[src/hw/rscap_defs.vh]
// Register offsets, field positions and sync timing for the strap capture block
`ifndef RSCAP_DEFS_VH
`define RSCAP_DEFS_VH

// --------------------------------------------------------------------
// Host port register offsets
// --------------------------------------------------------------------
`define RSCAP_MISC_CONTROL     8'h03
`define RSCAP_SYNC_CONTROL     8'h0B
`define RSCAP_HSYNC_START_LO   8'h0C
`define RSCAP_HSYNC_START_HI   8'h0D

// --------------------------------------------------------------------
// Video interface port (identification) offsets
// --------------------------------------------------------------------
`define RSCAP_VENDOR_ID_LOW    8'h04
`define RSCAP_VENDOR_ID_HIGH   8'h05
`define RSCAP_DEVICE_ID_LOW    8'h06
`define RSCAP_DEVICE_ID_HIGH   8'h07

// --------------------------------------------------------------------
// Field positions
// --------------------------------------------------------------------
`define RSCAP_MISC_VIDEO_OE    4
`define RSCAP_MISC_SYNC_OE     3
`define RSCAP_MISC_CLK_EN      0
`define RSCAP_SYNC_LINE_MODE   0
`define RSCAP_SYNC_FIELD_MODE  1

// --------------------------------------------------------------------
// Reset values and timing counts
// --------------------------------------------------------------------
`define RSCAP_SYNC_CONTROL_RST 8'h00
`define RSCAP_HSYNC_START_RST  12'h000
`define RSCAP_HSYNC_WIDTH      12'h040
`define RSCAP_READ_UNMAPPED    8'h00

`endif

[src/hw/rscap_top.v]
// Reset strap capture, identification registers and sync/flag terminal drive
//
// Notes on behaviour
// - Horizontal sync aligned with video data; rising edge position set by host.
// - Vertical sync output timed against the emitted video data stream.
// - Line-phase mode: flag high on noninverted line, low on inverted line.
// - Horizontal-lock mode: flag high while horizontal loop is locked.
// - Line-phase terminal is an input in reset; with genlock, field picks host mode.
// - Every strap terminal is sampled while reset is asserted and configures modes or identification.
// - Strap terminals are weak-pulldown inputs in reset, normal function afterwards.
// - Eight low chroma straps form vendor identification low byte, register 004.
// - Eight low luma straps form vendor identification high byte, register 005.
// - Eight auxiliary port straps form device identification low byte, register 006.
// - Device id high byte: chroma 9:8, luma 9:8, hsync, vsync, host address.
// - Active-video strap sets video and sync output enables, control bits 4, 3.
// - Clock-enable strap sets clock enable bit 0 of control register 03.
// - Active-video strap high: outputs drive after reset; low: stay high impedance.
`timescale 1ns/1ps
`default_nettype none
`include "rscap_defs.vh"

module rscap_top (
	input  wire        core_clk_i,
	input  wire        rst_i,
	// Video data from the decoder core
	input  wire [9:0]  video_luma_i,
	input  wire [9:0]  video_chroma_i,
	input  wire        video_active_i,
	input  wire        line_start_i,
	input  wire        vsync_i,
	input  wire        field_odd_i,
	input  wire        vlock_i,
	input  wire        line_noninverted_i,
	input  wire        hlock_i,
	input  wire        genlock_i,
	// Terminals, each as input, output and active low output enable
	input  wire [9:0]  luma_bus_i,
	output wire [9:0]  luma_bus_o,
	output wire [9:0]  luma_bus_oe_n_o,
	input  wire [9:0]  chroma_bus_i,
	output wire [9:0]  chroma_bus_o,
	output wire [9:0]  chroma_bus_oe_n_o,
	input  wire        horizontal_sync_out_i,
	output wire        horizontal_sync_out_o,
	output wire        horizontal_sync_out_oe_n_o,
	input  wire        vertical_sync_out_i,
	output wire        vertical_sync_out_o,
	output wire        vertical_sync_out_oe_n_o,
	input  wire        active_video_flag_i,
	output wire        active_video_flag_o,
	output wire        active_video_flag_oe_n_o,
	input  wire        field_indicator_i,
	output wire        field_indicator_o,
	output wire        field_indicator_oe_n_o,
	input  wire        line_phase_flag_i,
	output wire        line_phase_flag_o,
	output wire        line_phase_flag_oe_n_o,
	input  wire        genlock_output_i,
	output wire        genlock_output_o,
	output wire        genlock_output_oe_n_o,
	// Input-only strap terminals
	input  wire [7:0]  aux_port_i,
	input  wire [1:0]  host_addr_i,
	input  wire        clock_enable_strap_i,
	// Reset-time pulldown enable for all strap terminals
	output reg         strap_pulldown_o,
	// Configuration results
	output reg  [2:0]  host_mode_o,
	output reg         clk_en_o,
	// Host port register access
	input  wire [7:0]  host_addr_sel_i,
	input  wire        host_wr_i,
	input  wire        host_rd_i,
	input  wire [7:0]  host_wdata_i,
	output reg  [7:0]  host_rdata_o,
	// Video interface port identification access
	input  wire [7:0]  vip_addr_i,
	input  wire        vip_rd_i,
	output reg  [7:0]  vip_rdata_o
);

	// --------------------------------------------------------------------
	// Control registers
	// --------------------------------------------------------------------
	reg  [7:0]  misc_control_q;
	reg  [7:0]  sync_control_q;
	reg  [11:0] hsync_start_q;
	reg  [11:0] line_count_q;
	reg  [11:0] line_count_d;
	reg         hsync_d;
	reg  [11:0] hsync_ofs_d;
	reg  [7:0]  misc_seed;
	wire [9:0]  luma_strap;
	wire [9:0]  chroma_strap;
	wire        hsync_strap;
	wire        vsync_strap;
	wire        active_video_flag_strap;
	wire        field_strap;
	wire        phase_strap;
	wire        genlock_output_strap;
	wire        video_oe;
	wire        sync_oe;
	wire        phase_drive;
	wire        field_drive;

	// Output enables come from the control register, so a host write can move them
	assign video_oe = misc_control_q[`RSCAP_MISC_VIDEO_OE];
	assign sync_oe  = misc_control_q[`RSCAP_MISC_SYNC_OE];

	// Reset image of the control register; bits with no strap start clear
	always @* begin
		misc_seed                       = 8'h00;
		misc_seed[`RSCAP_MISC_VIDEO_OE] = active_video_flag_i;
		misc_seed[`RSCAP_MISC_SYNC_OE]  = active_video_flag_i;
		misc_seed[`RSCAP_MISC_CLK_EN]   = clock_enable_strap_i;
	end

	// Host writes; during reset the strap levels seed the control bits.
	// Reset outranks a host write, so a write issued in reset is lost.
	always @(posedge core_clk_i) begin
		if (rst_i) begin
			misc_control_q <= misc_seed;
			sync_control_q <= `RSCAP_SYNC_CONTROL_RST;
			hsync_start_q  <= `RSCAP_HSYNC_START_RST;
		end else if (host_wr_i) begin
			case (host_addr_sel_i)
				`RSCAP_MISC_CONTROL: begin
					misc_control_q <= host_wdata_i;
				end
				`RSCAP_SYNC_CONTROL: begin
					sync_control_q <= host_wdata_i;
				end
				`RSCAP_HSYNC_START_LO: begin
					hsync_start_q[7:0] <= host_wdata_i;
				end
				`RSCAP_HSYNC_START_HI: begin
					hsync_start_q[11:8] <= host_wdata_i[3:0];
				end
				default: begin
					misc_control_q <= misc_control_q;
				end
			endcase
		end
	end

	// --------------------------------------------------------------------
	// Horizontal sync timing
	// --------------------------------------------------------------------
	// Counter runs in the same cycle as the data it is registered beside,
	// so sync and data leave the terminals on the same edge.
	// The window is a distance from the programmed start, so a start near
	// the end of the count gives a full pulse that wraps through zero.
	always @* begin
		line_count_d = line_start_i ? 12'h000 : line_count_q + 12'h001;
		hsync_ofs_d  = line_count_d - hsync_start_q;
		hsync_d      = (hsync_ofs_d < `RSCAP_HSYNC_WIDTH);
	end

	// Without line starts the count wraps every 4096 clocks, keeping a cadence
	always @(posedge core_clk_i) begin
		if (rst_i) begin
			line_count_q <= 12'h000;
		end else begin
			line_count_q <= line_count_d;
		end
	end

	// Flag terminal source selection; a mode change shows on the next edge
	// because the selects feed the terminal registers with no retiming
	// line phase polarity
	assign phase_drive = sync_control_q[`RSCAP_SYNC_LINE_MODE] ? hlock_i : line_noninverted_i;
	assign field_drive = sync_control_q[`RSCAP_SYNC_FIELD_MODE] ? vlock_i : field_odd_i;

	// --------------------------------------------------------------------
	// Terminal cells
	// --------------------------------------------------------------------
	// Each cell resamples its terminals on every reset edge, so the last
	// edge before release wins; the enables apply one edge after release.
	// chroma straps captured
	rscap_pin #(.W(10)) u_chroma (
		.core_clk_i (core_clk_i),
		.rst_i      (rst_i),
		.pin_i      (chroma_bus_i),
		.drive_i    (video_chroma_i),
		.enable_i   (video_oe),
		.pin_o      (chroma_bus_o),
		.pin_oe_n_o (chroma_bus_oe_n_o),
		.strap_o    (chroma_strap)
	);

	rscap_pin #(.W(10)) u_luma (
		.core_clk_i (core_clk_i),
		.rst_i      (rst_i),
		.pin_i      (luma_bus_i),
		.drive_i    (video_luma_i),
		.enable_i   (video_oe),
		.pin_o      (luma_bus_o),
		.pin_oe_n_o (luma_bus_oe_n_o),
		.strap_o    (luma_strap)
	);

	// Sync and flag terminals share one enable; the genlock terminal rides
	// on it too, since it sits among the flags on the board
	// vsync aligned to data
	rscap_pin #(.W(6)) u_sync (
		.core_clk_i (core_clk_i),
		.rst_i      (rst_i),
		.pin_i      ({horizontal_sync_out_i, vertical_sync_out_i, active_video_flag_i,
			field_indicator_i, line_phase_flag_i, genlock_output_i}),
		.drive_i    ({hsync_d, vsync_i, video_active_i, field_drive, phase_drive, genlock_i}),
		.enable_i   (sync_oe),
		.pin_o      ({horizontal_sync_out_o, vertical_sync_out_o, active_video_flag_o,
			field_indicator_o, line_phase_flag_o, genlock_output_o}),
		.pin_oe_n_o ({horizontal_sync_out_oe_n_o, vertical_sync_out_oe_n_o,
			active_video_flag_oe_n_o, field_indicator_oe_n_o, line_phase_flag_oe_n_o,
			genlock_output_oe_n_o}),
		.strap_o    ({hsync_strap, vsync_strap, active_video_flag_strap, field_strap, phase_strap,
			genlock_output_strap})
	);

	// --------------------------------------------------------------------
	// Input-only straps and derived configuration
	// --------------------------------------------------------------------
	// Straps with no output function are held here beside the pulldown
	// control, so every capture shares the same last reset edge
	reg [7:0] aux_strap_q;
	reg [1:0] addr_strap_q;

	always @(posedge core_clk_i) begin
		if (rst_i) begin
			aux_strap_q      <= aux_port_i;
			addr_strap_q     <= host_addr_i;
			strap_pulldown_o <= 1'b1;
			host_mode_o      <= {field_indicator_i, line_phase_flag_i, genlock_output_i};
			clk_en_o         <= clock_enable_strap_i;
		end else begin
			aux_strap_q      <= aux_strap_q;
			addr_strap_q     <= addr_strap_q;
			strap_pulldown_o <= 1'b0;
			host_mode_o      <= {field_strap, phase_strap, genlock_output_strap};
			clk_en_o         <= misc_control_q[`RSCAP_MISC_CLK_EN];
		end
	end

	// --------------------------------------------------------------------
	// Read ports
	// --------------------------------------------------------------------
	// Read data is registered; it appears one edge after the strobe
	// Unmapped offsets read as a fixed value and have no side effects
	always @(posedge core_clk_i) begin
		if (rst_i) begin
			host_rdata_o <= 8'h00;
		end else if (host_rd_i) begin
			case (host_addr_sel_i)
				`RSCAP_MISC_CONTROL:   host_rdata_o <= misc_control_q;
				`RSCAP_SYNC_CONTROL:   host_rdata_o <= sync_control_q;
				`RSCAP_HSYNC_START_LO: host_rdata_o <= hsync_start_q[7:0];
				`RSCAP_HSYNC_START_HI: host_rdata_o <= {4'h0, hsync_start_q[11:8]};
				default:               host_rdata_o <= `RSCAP_READ_UNMAPPED;
			endcase
		end
	end

	// Identification comes only from captured straps, never live terminals
	always @(posedge core_clk_i) begin
		if (rst_i) begin
			vip_rdata_o <= 8'h00;
		end else if (vip_rd_i) begin
			case (vip_addr_i)
				`RSCAP_VENDOR_ID_LOW:  vip_rdata_o <= chroma_strap[7:0];
				`RSCAP_VENDOR_ID_HIGH: vip_rdata_o <= luma_strap[7:0];
				`RSCAP_DEVICE_ID_LOW:  vip_rdata_o <= aux_strap_q;
				`RSCAP_DEVICE_ID_HIGH: vip_rdata_o <= {addr_strap_q, vsync_strap, hsync_strap,
					luma_strap[9:8], chroma_strap[9:8]};
				default:               vip_rdata_o <= `RSCAP_READ_UNMAPPED;
			endcase
		end
	end

	// binds the board: pullup gives one, open gives zero via the pulldown
	// Limitation: straps are judged at the last reset edge only, so a board
	// whose pull-ups settle slowly must keep reset high until they have;
	// the hazard is a strap read as zero after a short reset.

endmodule

`default_nettype wire

[src/hw/rscap_pin.v]
// Strap-capable terminal group: output register, enable and reset-time capture
`timescale 1ns/1ps
`default_nettype none

module rscap_pin #(
	parameter W = 1
) (
	input  wire         core_clk_i,
	input  wire         rst_i,
	input  wire [W-1:0] pin_i,
	input  wire [W-1:0] drive_i,
	input  wire         enable_i,
	output reg  [W-1:0] pin_o,
	output reg  [W-1:0] pin_oe_n_o,
	output reg  [W-1:0] strap_o
);

	// --------------------------------------------------------------------
	// Capture and drive
	// --------------------------------------------------------------------
	// Every edge with reset high resamples, so the last one before release wins
	always @(posedge core_clk_i) begin
		if (rst_i) begin
			strap_o    <= pin_i;
			pin_o      <= {W{1'b0}};
			pin_oe_n_o <= {W{1'b1}};
		end else begin
			strap_o    <= strap_o;
			pin_o      <= drive_i;
			pin_oe_n_o <= {W{~enable_i}};
		end
	end

endmodule

`default_nettype wire

[config.mk]
export PLATFORM = sky130hd
export DESIGN_NAME = rscap_top
export DESIGN_NICKNAME = d
export VERILOG_FILES = /design/src/hw/rscap_top.v /design/src/hw/rscap_pin.v
export VERILOG_INCLUDE_DIRS = /design/src /design/src/hw
export SDC_FILE = /design/constraint.sdc
export NUM_CORES = 1
export LEC_CHECK = 0
export ABC_AREA = 1
export BUFFER_PORTS_ARGS = -buffer_cell sky130_fd_sc_hd__buf_4
export CAP_MARGIN = 20
export CORE_MARGIN = 2
export CORE_UTILIZATION = 47
export CTS_CLUSTER_DIAMETER = 120
export DETAILED_ROUTE_END_ITERATION = 8
export MAX_ROUTING_LAYER = met4
export PLACE_DENSITY = 0.8
export SLEW_MARGIN = 20
export SYNTH_ARGS = -nofsm -noshare
export SYNTH_HDL_FRONTEND = slang
export SYNTH_SLANG_ARGS = --single-unit
[constraint.sdc]
create_clock -name core_clk_i -period 2.3 [get_ports core_clk_i]
set_clock_uncertainty 0.15 [all_clocks]
set_input_delay 0.69 -clock core_clk_i [delete_from_list [all_inputs] [get_ports core_clk_i]]
set_output_delay 0.69 -clock core_clk_i [all_outputs]
set_load 0.02 [all_outputs]
### Word level (Yosys, flattened, before mapping)

Cells that the tools add are included.

| word-level totals | value |
|---|---|
| register bits after elaboration | 125 |
| bits of input ports | 94 |
| output and inout port bits | 73 |
| word-level logic and storage cells | 52 |

| cells by class | value |
|---|---|
| add/sub/neg operators | 2 |
| $lt $le $gt $ge | 1 |
| reduce and logical (&&, ||, !) cells | 7 |
| bitwise operators | 2 |
| equality and inequality tests | 8 |
| multiplexer cells | 11 |

Operators by type and width:

| cell | number |
|---|---|
| $pmux 8 s4 | 2 |
| $eq 8x3->1 const B | 4 |
| $eq 8x4->1 const B | 3 |
| $mux 5 | 3 |
| $add 12x1->12 const B | 1 |
| $lt 12x7->1 const B | 1 |
| $mux 12 | 1 |
| $sub 12x12->12 | 1 |
| $reduce_and 2->1 | 5 |
| $eq 8x2->1 const B | 1 |
| $mux 1 | 4 |
| $reduce_bool 2->1 | 2 |
| $mux 3 | 1 |
| $not 1->1 | 2 |

### Logic depth before layout (Yosys ltp)

| depth | value |
|---|---|
| word-level depth | 4 |
| mapped depth | 18 |
| depth with buffers taken out | 18 |

### Cells and area by module

Synthesis repeated with hierarchy kept, for this count alone.

| second synthesis, totals | value |
|---|---|
| cells, all modules | 665 |
| area total of the unflattened synthesis | 5626.6 µm² |

By module, submodules not included:

| module | times used | area each (µm²) | cells an instance | sequential area each (µm²) |
|---|---|---|---|---|
| rscap_top | 1 | 3852.4 | 527 | 1551.5 |
| rscap_pin (u_chroma ...) | 2 | 681.9 | 53 | 520.5 |
| rscap_pin (u_sync) | 1 | 410.4 | 32 | 320.3 |

### Worst setup path after synthesis

No wires, ideal clock.

| timing | value |
|---|---|
| path type | input to register |
| start point | input port line_start_i |
| end point | register u_sync.pin_o[5] |
| setup time | 0.064 ns |
| data arrival time | 2.346 ns |
| required time | 2.086 ns |
| slack | -0.260 ns |
| path buffers | 2 |
| cell stages on the path | 13 |
| cell sequence | clkbuf_1 > clkbuf_1 > nor3_1 > ha_1 > nand2_1 > inv_1 > a21oi_1 > nand3_1 > nand2_1 > nand2_1 > nor2_1 > nand3_1 > nor2_1 |

| on the way | value |
|---|---|
| longest elaborated chain between the ends | 3 |

Ends and longest elaborated chain:

| item | line | source |
|---|---|---|
| start, declared | rscap_top.v:29 | `input wire line_start_i,` |
| $mux 12 | rscap_top.v:154 | `line_count_d = line_start_i ? 12'h000 : line_count_q + 12'h001;` |
| net line_count_d[8] | rscap_top.v:89 | `reg [11:0] line_count_d;` |
| $sub 12x12->12 | rscap_top.v:155 | `hsync_ofs_d = line_count_d - hsync_start_q;` |
| $lt 12x7->1 (no line) | -- |  |
| end signal, assigned | rscap_pin.v:25 | `pin_o <= {W{1'b0}};` |
| end signal, assigned | rscap_pin.v:29 | `pin_o <= drive_i;` |
| end, declared | rscap_pin.v:13 | `output reg [W-1:0] pin_o,` |

The timed path passes the listed nets, and every way through them passes these cells.
A chain may end at the register's enable or synchronous reset.

### Worst setup path in the final report

| timing | value |
|---|---|
| start point | register line_count_q[0] |
| end point | register line_count_q[4] |

| on the way | value |
|---|---|
| longest elaborated chain between the ends | 2 |

Ends and longest elaborated chain:

| item | line | source |
|---|---|---|
| start, declared | rscap_top.v:88 | `reg [11:0] line_count_q;` |
| start signal, assigned | rscap_top.v:164 | `line_count_q <= line_count_d;` |
| $add 12x1->12 | rscap_top.v:154 |  |
| $mux 12 | rscap_top.v:154 |  |

Every way passes these cells.

==> results_dict.tcl <==
set metrics [dict create \
    status "complete, but fails checks" \
    violations "setup timing" \
    period_share_pct 109 \
    core_area_um2 11500 \
    hold_path_class "in2reg" \
    cts_tree "done" \
    synth-edff-count 38 \
    grt_first_pass_wirelength_um 22300 \
    whs_path_depth 1 \
    dpl.hpwl_um 9960 \
    netSwitchingPower_mw 1.23 \
    grt_pass1_vias 4877 \
    p_leak_nw 3.75 \
    ys_top_cells_by_area "dfxtp_1 (31%), edfxtp_1 (21%), nand2_1 (9.2%), nand3_1 (7.1%), inv_1 (6.2%)" \
    drtAntennaViolNets 0 \
    cap_violations 0 \
    rows 39 \
    power.share.switching_pct 23.1 \
    drc_errors 0 \
    critical_path_class "reg2reg" \
    ys.flop_type "dfxtp_1" \
    share_seq_of_total_power_pct 45.0 \
    setup_slack_ns -0.211 \
    finalWirelength_um 13900 \
    via_count 5165 \
    final_core_util_pct 68.8 \
    synthDominantCellAreaShare_pct 31.2 \
    wl_per_cell_um 13.4 \
    worstPathRequired_ns 2.48 \
    drive_gt1_share_pct 33.9 \
    initial_core_util_pct 48.2 \
    min_period_ns 2.51 \
    syn_area_um2 5530 \
    setup_viol 2 \
    async_flop_share_pct 0 \
    clockBufferDepth 2 \
    ys_seq_area_share_pct 51.8 \
    worst_pin_slew_ns 0.566 \
    rsz0062_at_grt "yes" \
    root_buffer "clkbuf_16" \
    worstSetupEndpointType "flop" \
    combPwrFrac_pct 9.7 \
    fin_tns_setup_ns -0.408 \
    clock_latency_ns 0.42 \
    slew_headroom_pct 62.2 \
    via_per_inst 4.98 \
    path_clk_slew_ns 0.05 \
    p_total_mw 5.31 \
    syn_avg_cell_area_um2 8.20 \
    cpPeakStageDelay_ns 0.37 \
    p_per_area_nw_per_um2 673 \
    overflow 0 \
    h-tree-depth 4 \
    place.gp.congestion 0.904 \
    syn_inst 674 \
    grt_max_degree 65 \
    die_w_um 112 \
    crit_chain "ha_4 -> nand2_4 -> buf_6 -> o21bai_1 -> inv_1 -> buf_4 -> buf_4 -> buf_4 -> buf_4 -> buf_4 -> buf_4 -> buf_4 -> buf_4 -> buf_4 -> buf_4 -> nor4_2" \
    clock.fmax_mhz 398 \
    first_pass_iters 5 \
    slowest_stage "dfxtp_2" \
    finalNetCount 988 \
    yosysWarnings 0 \
    path_max_fanout 3 \
    p_clk_share_pct 45.3 \
    p_int_mw 4.09 \
    yosysMostFrequentCell "nand2_1" \
    pin_count 167 \
    cts_sinks 124 \
    ir_worst_vdd_v 0.000649 \
    r2r_cells 16 \
    antenna_found_initial 0 \
    numPortBuffers 166 \
    die_y_um 112 \
    cts_buffers 17 \
    hold_viol 0 \
    ys_ff_latch 124 \
    crit_top_cell "buf_4" \
    start_kind "flop" \
    grt_util_all_layers_pct 22.9 \
    synth_cell_type_count 33 \
    netlist.top_cell.by_area "dfxtp_1" \
    ys_top_cells_by_count "nand2_1 (135), inv_1 (91), dfxtp_1 (86)" \
    crit_arrival_ns 2.69 \
    initialDrtViolationCount 326 \
    antennaDiodeCount 0 \
    drv_slew 0 \
    area_growth_pct 42.8 \
    syn-num-nets 779 \
    die_area_um2 12600 \
]
==> placed cells by master (no fill, tap or decap), types with 11 or more instances in the layout <==
master | Yosys | final
buf_4 | 24 | 233
nand2_1 | 135 | 130
inv_1 | 91 | 88
dfxtp_1 | 86 | 83
nand3_1 | 78 | 78
nor2_1 | 69 | 61
edfxtp_1 | 38 | 38
a21oi_1 | 37 | 34
clkbuf_16 | 0 | 18
o21ai_0 | 17 | 15
a211oi_1 | 11 | 11
==> state kept, by name (all words and copies together) (netlist names), 10 cells and up <==
signal            count
hsync_start_q        12
line_count_q         12
u_chroma.pin_o       10
u_chroma.strap_o     10
u_luma.pin_o         10
u_luma.strap_o       10
==> area by class of cell <==
cell class,instances,area (um^2)
well taps,143,179
clock inverters,5,35.0
clock buffers,26,500
flip-flops and latches,124,2870
multi-input cells,412,2170
inverters,92,345
repair buffers,236,1800
fillers,861,3570
==> worst max-delay path, delay by kind of cell (launching register included) <==
| kind | cells | cell delay [ns] |
|---|---|---|
| adder cells (fa/ha/maj) | 1 | 0.16 |
| AO/OA/AOI/OAI | 1 | 0.14 |
| buffers and inverters | 12 | 1.43 |
| AND/OR/NAND/NOR | 2 | 0.18 |
| flip-flops | 1 | 0.37 |
==> routing by layer <==
metal	part of all wire, %	GRT usage (%)
met1	41	25.4
met2	48	38.1
met3	8.2	7.24
met4	2.8	10.1
met5	0	-
==> through the flow <==
stage	instances	hold slack (ns)	setup slack [ns]	area [um^2]
3_5_place_dp	986	0.283	-0.289	7120
4_1_cts	1035	0.275	-0.0377	7860
3_3_place_gp	986	0.269	-0.262	7120
6_report	1038	0.291	-0.211	7890
2_1_floorplan	674	0.262	0.00386	5600
5_1_grt	1038	0.278	-0.332	7890
==> power by group through the flow <==
stage	Clock, mW	Sequential, mW	Combinational [mW]
6_report	2.41	2.39	0.515
5_1_grt	2.53	2.40	0.557
4_1_cts	2.44	2.39	0.514
3_5_place_dp	0	2.43	0.509
3_3_place_gp	0	2.43	0.503
2_1_floorplan	0	2.47	0.210
==> timing repair <==
action,CTS,global route
setup buffers,18,3
resized for setup,22,2
endpoints found under the setup margin,1,2
cloned,0,0
hold buffers,0,0
pin swaps,26,8
==> cell families after synthesis <==
kind of cell | after synthesis | share of synthesized area [%]
AND/OR/NAND/NOR | 321 | 25.9
AO/OA/AOI/OAI | 80 | 8.40
flip-flops | 124 | 51.8
buffers and inverters | 138 | 11.4
adder cells (fa/ha/maj) | 11 | 2.49
==> worst paths after layout <==
kind | endpoint | from | slack (ns)
setup reg to reg | line_count_q[4]$_SDFF_PP0_ | line_count_q[0]$_SDFF_PP0_ | -0.21
hold reg to reg | host_mode_o[2]$_DFF_P_ | u_sync.strap_o[2]$_DFFE_PP_ | 0.29
hold / removal | u_chroma.strap_o[2]$_DFFE_PP_ | chroma_bus_i[2] | 0.29
setup / recovery | line_count_q[4]$_SDFF_PP0_ | line_count_q[0]$_SDFF_PP0_ | -0.21
(Power assumes the default switching activity.)
